===== src/hw/bss_pkg.sv =====
// Constants and types shared by the brake stop sequencer
`default_nettype none
package bss_pkg;
   // ----------------------------------------------------------
   // Timing
   // ----------------------------------------------------------
   localparam int unsigned CLK_PERIOD_NS = 25;
   localparam int unsigned MS_NS         = 1000000;
   localparam int unsigned MS_CYCLES     = MS_NS / CLK_PERIOD_NS;
   // ----------------------------------------------------------
   // Register offsets
   // ----------------------------------------------------------
   localparam logic [7:0] OFS_CTRL  = 8'h00;
   localparam logic [7:0] OFS_DELAY = 8'h04;
   localparam logic [7:0] OFS_COMP  = 8'h08;
   localparam logic [7:0] OFS_ZSPD  = 8'h0C;
   localparam logic [7:0] OFS_STAT  = 8'h10;
   // ----------------------------------------------------------
   // Fields and reset values
   // ----------------------------------------------------------
   localparam int unsigned SEL_W     = 4;
   localparam logic [3:0]  SEL_OFF   = 4'h0;
   localparam logic [3:0]  SEL_RST   = 4'h0;
   localparam logic [15:0] DELAY_RST = 16'h0000;
   localparam logic [15:0] COMP_RST  = 16'h0000;
   localparam logic [15:0] ZSPD_RST  = 16'h0032;
   localparam int unsigned STAT_BRK  = 3;
   localparam int unsigned STAT_BASE = 4;
   localparam int unsigned STAT_DB   = 5;
   localparam int unsigned STAT_DEC  = 6;
   localparam int unsigned STAT_LIFT = 7;
   // ----------------------------------------------------------
   // Stop sequence states and operating modes
   // ----------------------------------------------------------
   typedef enum logic [2:0] {
      ST_OFF     = 3'b000,
      ST_RUN     = 3'b001,
      ST_DECEL   = 3'b010,
      ST_BRK_DLY = 3'b011
   } bss_state_t;
   typedef enum logic [3:0] {
      MODE_CSP = 4'h0,
      MODE_CSV = 4'h1,
      MODE_CST = 4'h2,
      MODE_PP  = 4'h3,
      MODE_PV  = 4'h4,
      MODE_TQ  = 4'h5,
      MODE_HM  = 4'h6,
      MODE_PT  = 4'h7,
      MODE_JG  = 4'h8
   } bss_mode_t;
endpackage
`default_nettype wire


===== src/hw/bss_top.sv =====
// Stop sequencer: brake interlock, base shut-off, dynamic brake
//
// Added by the designer: the address map and the APB interface to the registers.
`timescale 1ns/1ps
`default_nettype none
// Operation
// Main power drop: decelerate, then base off
// Torque modes never use forced-stop deceleration
// Ready-off: base off, then brakes (the code drops base and brake interlock in the same cycle)
// Both powers lost: brakes at base off
// Select field zero disables deceleration
// Disabled: quick stop or immediate input brakes
// Disabled: alarm stops like dynamic brake
// Disabled: main power drop brakes at once
// Interlock on releases brake, off engages
// Lift triggers: zero speed, decel input, alarm, link
// No lift on alarms excluded from deceleration
// Lift only in position, table, homing, jog
// No lift unless compensation amount set
// No lift while deceleration disabled
// Lift by configured compensation amount
// Configurable shut-off delay in milliseconds
// Operator sets amount, then tunes delay
// Interlock off after rest, base off after delay
// Base off once speed below zero threshold
// One state machine: run, decel, delay, off
module bss_top
   import bss_pkg::*;
#(
   parameter int unsigned MS_CYC = MS_CYCLES
) (
   input  wire logic        REF_CLK_I,
   input  wire logic        RESET_N_I,
   input  wire logic        PSEL_I,
   input  wire logic        PENABLE_I,
   input  wire logic        PWRITE_I,
   input  wire logic [7:0]  PADDR_I,
   input  wire logic [31:0] PWDATA_I,
   output var  logic [31:0] PRDATA_O,
   output var  logic        PREADY_O,
   output var  logic        PSLVERR_O,
   input  wire logic        READY_ON_I,
   input  wire logic        QUICK_STOP_I,
   input  wire logic        FORCED_STOP_DECEL_INPUT_I,
   input  wire logic        FORCED_STOP_IMMEDIATE_INPUT_I,
   input  wire logic        MAIN_POWER_DROP_I,
   input  wire logic        CTRL_POWER_LOST_I,
   input  wire logic        ALARM_I,
   input  wire logic        ALARM_NODECEL_I,
   input  wire logic        COMM_LOST_I,
   input  wire logic [3:0]  OP_MODE_I,
   input  wire logic        TORQUE_ENTRY_I,
   input  wire logic [15:0] SPEED_I,
   input  wire logic        DECEL_DONE_I,
   output var  logic        BRAKE_INTERLOCK_OUTPUT_O,
   output var  logic        BASE_ON_O,
   output var  logic        DYN_BRAKE_O,
   output var  logic        DECEL_REQ_O,
   output var  logic        LIFT_REQ_O,
   output var  logic [15:0] LIFT_AMOUNT_O
);
   // ----------------------------------------------------------
   // State
   // ----------------------------------------------------------
   typedef struct packed {
      bss_state_t  st;
      logic [15:0] ms_left;
      logic [15:0] sub;
      logic        ff_arm;
      logic [3:0]  sel;
      logic [15:0] dly;
      logic [15:0] comp;
      logic [15:0] zspd;
      logic [31:0] rdata;
      logic        slverr;
   } bss_regs_t;

   localparam logic [15:0] MS_LAST = 16'(MS_CYC - 1);

   bss_regs_t q;
   bss_regs_t d;
   logic [3:0] pins_s;
   logic       em2_on;
   logic       em1_on;
   logic       main_drop;
   logic       ctrl_lost;
   logic       decel_en;
   logic       torque;
   logic       decel_ok;
   logic       ff_mode;
   logic       ff_ok;
   logic       at_zero;
   logic       soft_trig;
   logic       hard_trig;
   logic       immediate;
   logic       mapped;
   logic       setup;
   logic       wr;
   logic [7:0] stat;

   // ----------------------------------------------------------
   // Pin synchronisers
   // ----------------------------------------------------------
   bss_sync #(
      .W (4)
   ) u_sync (
      .clk_i   (REF_CLK_I),
      .rst_n_i (RESET_N_I),
      .d_i     ({FORCED_STOP_DECEL_INPUT_I,
                 FORCED_STOP_IMMEDIATE_INPUT_I,
                 MAIN_POWER_DROP_I,
                 CTRL_POWER_LOST_I}),
      .q_o     (pins_s)
   );

   // Synchronised pin levels
   assign em2_on    = pins_s[3];
   assign em1_on    = pins_s[2];
   assign main_drop = pins_s[1];
   assign ctrl_lost = pins_s[0];

   // ----------------------------------------------------------
   // Stop qualifiers
   // ----------------------------------------------------------
   // Zero select disables deceleration (see)
   assign decel_en = (q.sel != SEL_OFF);
   // Torque control never decelerates (see)
   assign torque   = (OP_MODE_I == MODE_CST) ||
                     (OP_MODE_I == MODE_TQ)  ||
                     TORQUE_ENTRY_I;
   assign decel_ok = decel_en && !torque;
   // Lift allowed only in these modes (see)
   assign ff_mode  = (OP_MODE_I == MODE_CSP) ||
                     (OP_MODE_I == MODE_PP)  ||
                     (OP_MODE_I == MODE_PT)  ||
                     (OP_MODE_I == MODE_HM)  ||
                     (OP_MODE_I == MODE_JG);
   // Needs amount set and deceleration on (see,)
   assign ff_ok    = ff_mode && decel_en && (q.comp != 16'h0000);
   assign at_zero  = (SPEED_I <= q.zspd);
   // Triggers that decelerate when enabled (see)
   assign soft_trig = !em2_on || QUICK_STOP_I || ALARM_I ||
                      COMM_LOST_I || main_drop;
   // Triggers that cut the base at once, except ready-off and ALARM_NODECEL_I during the delay
   assign hard_trig = ctrl_lost || !READY_ON_I || !em1_on ||
                      ALARM_NODECEL_I;
   // Disabled deceleration turns soft triggers immediate
   assign immediate = hard_trig || (soft_trig && !decel_ok);

   // ----------------------------------------------------------
   // Bus decode
   // ----------------------------------------------------------
   assign setup  = PSEL_I && !PENABLE_I;
   assign mapped = (PADDR_I == OFS_CTRL)  ||
                   (PADDR_I == OFS_DELAY) ||
                   (PADDR_I == OFS_COMP)  ||
                   (PADDR_I == OFS_ZSPD)  ||
                   (PADDR_I == OFS_STAT);
   assign wr     = PSEL_I && PENABLE_I && PWRITE_I && !q.slverr;

   // Status word
   always_comb begin
      stat            = '0;
      stat[2:0]       = q.st;
      stat[STAT_BRK]  = BRAKE_INTERLOCK_OUTPUT_O;
      stat[STAT_BASE] = BASE_ON_O;
      stat[STAT_DB]   = DYN_BRAKE_O;
      stat[STAT_DEC]  = DECEL_REQ_O;
      stat[STAT_LIFT] = LIFT_REQ_O;
   end

   // ----------------------------------------------------------
   // Next state
   // ----------------------------------------------------------
   always_comb begin
      d = q;
      // Read data and error latched in the setup cycle
      if (setup) begin
         d.rdata  = '0;
         d.slverr = !mapped ||
                    (PWRITE_I && (PADDR_I == OFS_STAT));
         if (!PWRITE_I) begin
            unique case (PADDR_I)
               OFS_CTRL:  d.rdata = {28'h0000000, q.sel};
               OFS_DELAY: d.rdata = {16'h0000, q.dly};
               OFS_COMP:  d.rdata = {16'h0000, q.comp};
               OFS_ZSPD:  d.rdata = {16'h0000, q.zspd};
               OFS_STAT:  d.rdata = {24'h000000, stat};
               default:   d.rdata = '0;
            endcase
         end
      end
      // Register writes in the access cycle
      if (wr) begin
         unique case (PADDR_I)
            OFS_CTRL:  d.sel  = PWDATA_I[SEL_W-1:0];
            OFS_DELAY: d.dly  = PWDATA_I[15:0];
            OFS_COMP:  d.comp = PWDATA_I[15:0];
            OFS_ZSPD:  d.zspd = PWDATA_I[15:0];
            default:   d.sel  = q.sel;
         endcase
      end
      // Stop sequence (see)
      unique case (q.st)
         ST_OFF: begin
            d.ff_arm = 1'b0;
            if (READY_ON_I && !hard_trig && !soft_trig) begin
               d.st = ST_RUN;
            end
         end
         ST_RUN: begin
            if (immediate) begin
               // Base off with brakes (see,,)
               // Alarm or drop when disabled (see,)
               d.st = ST_OFF;
            end else if (soft_trig) begin
               // Decelerate first (see,)
               d.st     = ST_DECEL;
               // Lift triggers, excluded alarms never (see,)
               d.ff_arm = at_zero || !em2_on || ALARM_I ||
                          COMM_LOST_I;
            end
         end
         ST_DECEL: begin
            if (hard_trig) begin
               d.st = ST_OFF;
            end else if (DECEL_DONE_I && at_zero) begin
               // At rest: interlock off (see,)
               d.ms_left = q.dly;
               d.sub     = MS_LAST;
               d.st      = (q.dly == 16'h0000) ? ST_OFF : ST_BRK_DLY;
            end
         end
         ST_BRK_DLY: begin
            if (ctrl_lost || !em1_on) begin
               d.st = ST_OFF;
            end else if (q.sub == 16'h0000) begin
               // One millisecond elapsed (see,)
               d.sub     = MS_LAST;
               d.ms_left = q.ms_left - 16'h0001;
               if (q.ms_left == 16'h0001) begin
                  d.st = ST_OFF;
               end
            end else begin
               d.sub = q.sub - 16'h0001;
            end
         end
         default: begin
            d.st = ST_OFF;
         end
      endcase
   end

   // ----------------------------------------------------------
   // State register
   // ----------------------------------------------------------
   always_ff @(posedge REF_CLK_I or negedge RESET_N_I) begin
      if (!RESET_N_I) begin
         q.st      <= ST_OFF;
         q.ms_left <= '0;
         q.sub     <= '0;
         q.ff_arm  <= 1'b0;
         q.sel     <= SEL_RST;
         q.dly     <= DELAY_RST;
         q.comp    <= COMP_RST;
         q.zspd    <= ZSPD_RST;
         q.rdata   <= '0;
         q.slverr  <= 1'b0;
      end else begin
         q <= d;
      end
   end

   // ----------------------------------------------------------
   // Outputs
   // ----------------------------------------------------------
   // Interlock on holds the brake released (see)
   assign BRAKE_INTERLOCK_OUTPUT_O = (q.st == ST_RUN) ||
                                     (q.st == ST_DECEL);
   assign BASE_ON_O     = (q.st != ST_OFF);
   assign DYN_BRAKE_O   = (q.st == ST_OFF);
   assign DECEL_REQ_O   = (q.st == ST_DECEL);
   // Lift during the shut-off delay (see,)
   assign LIFT_REQ_O    = (q.st == ST_BRK_DLY) && q.ff_arm && ff_ok;
   assign LIFT_AMOUNT_O = q.comp;
   assign PRDATA_O      = q.rdata;
   assign PREADY_O      = 1'b1;
   assign PSLVERR_O     = q.slverr && PSEL_I && PENABLE_I;
endmodule
`default_nettype wire


===== src/hw/bss_sync.sv =====
// Two-stage synchroniser for asynchronous pin levels
`timescale 1ns/1ps
`default_nettype none
module bss_sync #(
   parameter int unsigned W = 1
) (
   input  wire logic         clk_i,
   input  wire logic         rst_n_i,
   input  wire logic [W-1:0] d_i,
   output var  logic [W-1:0] q_o
);
   logic [W-1:0] meta_q;
   // ----------------------------------------------------------
   // Synchroniser chain
   // ----------------------------------------------------------
   // First stage feeds only the second stage
   always_ff @(posedge clk_i or negedge rst_n_i) begin
      if (!rst_n_i) begin
         meta_q <= '0;
         q_o    <= '0;
      end else begin
         meta_q <= d_i;
         q_o    <= meta_q;
      end
   end
endmodule
`default_nettype wire


===== config.mk =====
export PLATFORM = sky130hd
export DESIGN_NAME = bss_top
export DESIGN_NICKNAME = d
export VERILOG_FILES = /design/src/hw/bss_pkg.sv /design/src/hw/bss_top.sv /design/src/hw/bss_sync.sv
export SDC_FILE = /design/constraint.sdc
export NUM_CORES = 1
export LEC_CHECK = 0
export BUFFER_PORTS_ARGS = -buffer_cell sky130_fd_sc_hd__clkbuf_2
export CAP_MARGIN = 20
export CORE_MARGIN = 2
export CORE_UTILIZATION = 35
export CTS_BUF_LIST = sky130_fd_sc_hd__clkbuf_8
export CTS_CLUSTER_DIAMETER = 150
export DETAILED_ROUTE_END_ITERATION = 12
export PLACE_DENSITY = 0.56
export SKIP_CTS_REPAIR_TIMING = 1
export SLEW_MARGIN = 15
export SYNTH_ARGS = -nofsm -noshare
export SYNTH_HDL_FRONTEND = slang
export SYNTH_SLANG_ARGS = --single-unit

===== constraint.sdc =====
create_clock -name REF_CLK_I -period 2.8 [get_ports REF_CLK_I]
set_input_delay 0.14 -clock REF_CLK_I [delete_from_list [all_inputs] [get_ports REF_CLK_I]]
set_output_delay 0.14 -clock REF_CLK_I [all_outputs]
set_load 0.02 [all_outputs]

==> impl_summary.md <==
STA
The clock tree skew after final layout is around 0.019 ns. The final count of negative-setup-slack endpoints is 0. For the final routed database, the setup TNS stands at 0 ns. Setup repair after global routing left no endpoint under its margin. Final hold analysis gives a worst-case slack of 0.0159 ns. The number of pins with negative max-slew slack in the final report came to 0.

Measured against its own limit, the worst slew margin works out to 0.390. In the post-route analysis, the smallest setup slack over all paths is 0.136 ns. Based on the critical path, the design can be clocked at up to 375 MHz. The final worst-path cycle share is 0.951. At the pin with the least slew margin, the transition time is 0.912 ns.

Subtracting the final worst setup slack from the clock period gives 2.66 ns. The final number of hold-violating endpoints was 0.

Logic synthesis
The share of synthesized area in the top cell type comes to 0.418. The post-synthesis average cell area is 10.4 µm². The number of library cell types mapped by synthesis is 81. The biggest area contributor in the post-synthesis netlist is dfrtp_1. The async set-reset flop share out of synthesis is 1.00. For this run, the register share of the synthesized area comes to 0.430. Among all cell types in the netlist, the one instantiated most often is dfrtp_1.

The gate count of the mapped netlist is 630. Ranked by instance count, the synthesized netlist is headed by dfrtp_1 (109), mux2_2 (61), nand2_1 (52), buf_4 (50), o21ai_0 (35). The commonest register cell after synthesis is dfrtp_1.

Yosys printed 0 warnings. The synthesized design contains 0 enable-type register cells. After synthesis, the cell types taking the most area are dfrtp_1 (42%), mux2_2 (11%), buf_4 (5.7%). In this run the cell area of the synthesized design comes to 6530 µm². Synthesis inferred 112 register bits.

Global route
The layer flagged by global routing as most heavily used is met2. The overall routing resource usage is 0.178. The maximum number of pins on one net before global-route repair is 58. Global routing finished with a remaining overflow of 0.

The number of global-route vias before repair was slightly above 5000. The fraction of met3 tracks used by global routing is 0.0296. For met2 alone, demand over resource in global routing was 0.303.

The initial antenna violation count is 0. In the global route stage, met1 resource usage came out at 0.236. The first global-routing pass estimated 27900 µm of wire.

Clocking
The clock-pin slew on the worst setup and hold paths is 0.11 ns. CTS built an H-tree with a depth of 3. The clock passes through at most 2 buffers. Clock tree synthesis selected as its root buffer the cell clkbuf_8. At the later pin of the worst-skew pair, clock insertion delay measures around 0.4 ns. The clock tree from TritonCTS is built. The clock sink count is 112.

Counting the buffers created by CTS gives 9.

Layout
The filler cells instantiated in the layout total roughly 1800. The total inserted antenna cells is 0. After the last flow step, the layout net total stands at about 810. After routing the design area is 7400 µm².

The area growth from synthesis to layout is 13.3%. The proportion of layout cells with a drive suffix above 1 is 0.326.

Worst setup path
The critical path starts at q[38]$_DFFE_PN1P_. The depth of the most critical reg-to-reg path is 10. The critical path endpoint is q[92]$_DFFE_PN0P_. Across all register-to-register paths, the minimum setup slack is between 0.1 and 0.15 ns. In this run the worst path has a maximum fanout of 7. The worst setup path is launched from a flop. The worst setup path is captured at a flop. STA puts the critical path data required time at 3.13 ns. The beginning of the worst register-to-register path is q[38]$_DFFE_PN1P_. The endpoint of the worst-slack reg-to-reg timing path is q[92]$_DFFE_PN0P_. The worst endpoint data arrival time is about 3 ns. The category of the most critical setup path is reg -> reg.

Place
Timing analysis after detailed placement gives a worst setup slack of -0.0801 ns. Port buffering added 97 buffers. After legalization and detailed placement, the total HPWL measured roughly 13000 µm. The area of placed instances is 7050 µm². At the end of routability-driven placement, the weighted congestion stood at 0.895.

Power and ir drop
The worst-case IR drop observed on VDD is roughly 0.31 mV. The power per cell area is 436 nW/µm². The overall power of the completed layout is 0.00322 W. The reported leakage power is ~3.5 nW.

Floorplan
The width of the chip is 141 µm. The vertical die dimension is between 100 and 150 µm. The die covers 19800 µm². The standard cell core area is 18100 µm². The initialized floorplan defines 49 standard-cell rows. The initial standard-cell utilization of the core is 0.360. Pin placement for this block handled 131 I/O pins.

Routing
The via density per instance is 5.39. The wire length per cell after detailed routing is 18.4 µm. In this run the remaining antenna-violating nets after routing total 0.

The routed layout has 5098 vias. After detailed routing, the number of remaining DRC violations is 0. The first TritonRoute pass finished after 5 iterations. The number of DRC violations after detailed-routing iteration 0 is 317. The final layout contains routed wiring with a total length of 17400 µm.

Hold path
The tightest min-delay check is of the in -> reg type.

Run
The tool flagged a number of max-cap violations equal to 0.

Run status
The run finished with clean final reports.
## cell families after synthesis
family / share of synthesized area
AND/OR/NAND/NOR: 0.154
AO/OA/AOI/OAI: 0.155
multiplexers: 0.122
flip-flops: 0.430
other: 0.00115
adder cells (fa/ha/maj): 0.0441
buffers and inverters: 0.0944
## per-stage QoR
| step | utilization | std cells |
|---|---|---|
| global route | 0.408 | 946 |
| global placement | 0.388 | 922 |
| CTS | 0.401 | 938 |
| floorplan | - | 645 |
| detailed placement | 0.388 | 922 |
| finish | 0.408 | 946 |
## flip-flops by register name, summed over array words and instances (netlist names)
signal and cells:
PRDATA_O 16, q 72, LIFT_AMOUNT_O 16, u_sync.q_o 4
u_sync.meta_q 4
## per-layer routing
metal / wire length (µm) / up-vias / part of all wire
li1: - / 2412 / -
met1: 7720 / 2530 / 0.44
met3: 667 / 18 / 0.038
met2: 8750 / 138 / 0.50
met5: 0 / - / 0
met4: 250 / 0 / 0.014
## final cells by class
type | instances | area [µm²] | share of cell area
clock buffers | 9 | 124 | 0.0167
inverters | 31 | 116 | 0.0157
repair buffers | 128 | 748 | 0.101
clock inverters | 7 | 106 | 0.0144
well taps | 229 | 287 | 0.0387
multi-input cells | 430 | 3210 | 0.434
flip-flops and latches | 112 | 2810 | 0.379
## worst min path at each step
| stage | depth (start not counted) | endpoint | start |
|---|---|---|---|
| after floorplan | 0 | LIFT_AMOUNT_O[0]$_DFFE_PN0P_ | RESET_N_I |
| after global placement | 1 | u_sync.meta_q[3]$_DFF_PN0_ | FORCED_STOP_DECEL_INPUT_I |
| after detailed placement | 1 | u_sync.meta_q[3]$_DFF_PN0_ | FORCED_STOP_DECEL_INPUT_I |
| after CTS | 1 | q[96]$_DFFE_PN0P_ | RESET_N_I |
| after global routing | 2 | q[42]$_DFFE_PN0P_ | PWDATA_I[9] |
| final | 2 | q[48]$_DFFE_PN0P_ | PWDATA_I[15] |
## worst max-delay path, stage by stage (launching register included)
cell and delay, ns:
dfstp_2 0.57, inv_1 0.05, ha_1 0.28, nand4_1 0.12
or4_4 0.59, nor2_2 0.16, nor2_1 0.09, o21a_2 0.19
buf_4 0.17, o21ai_0 0.20, a22o_1 0.17
## placed cells by master (no fill, tap or decap), types with 6 or more instances in the layout
cell type	instances
nor4_1	14
o21ai_0	35
clkbuf_8	9
nand4_1	10
dlygate4sd3_1	6
nor3_1	15
mux2_2	61
clkbuf_2	96
buf_4	25
a22o_1	13
nand2_1	52
o31ai_1	6
nor2_1	34
a22oi_1	14
a221o_1	6
a21oi_1	18
nor2b_1	8
dfrtp_1	109
conb_1	17
inv_1	31
nand3_1	8
ha_1	23
## where the power goes
group	switching [W]	total (W)	internal, W
clock	0.000619	0.00114	0.000524
sequential	0.0000280	0.00167	0.00164
combinational	0.000264	0.000407	0.000144
total	0.000911	0.00322	0.00231
Power figures use the tool's default switching activity.
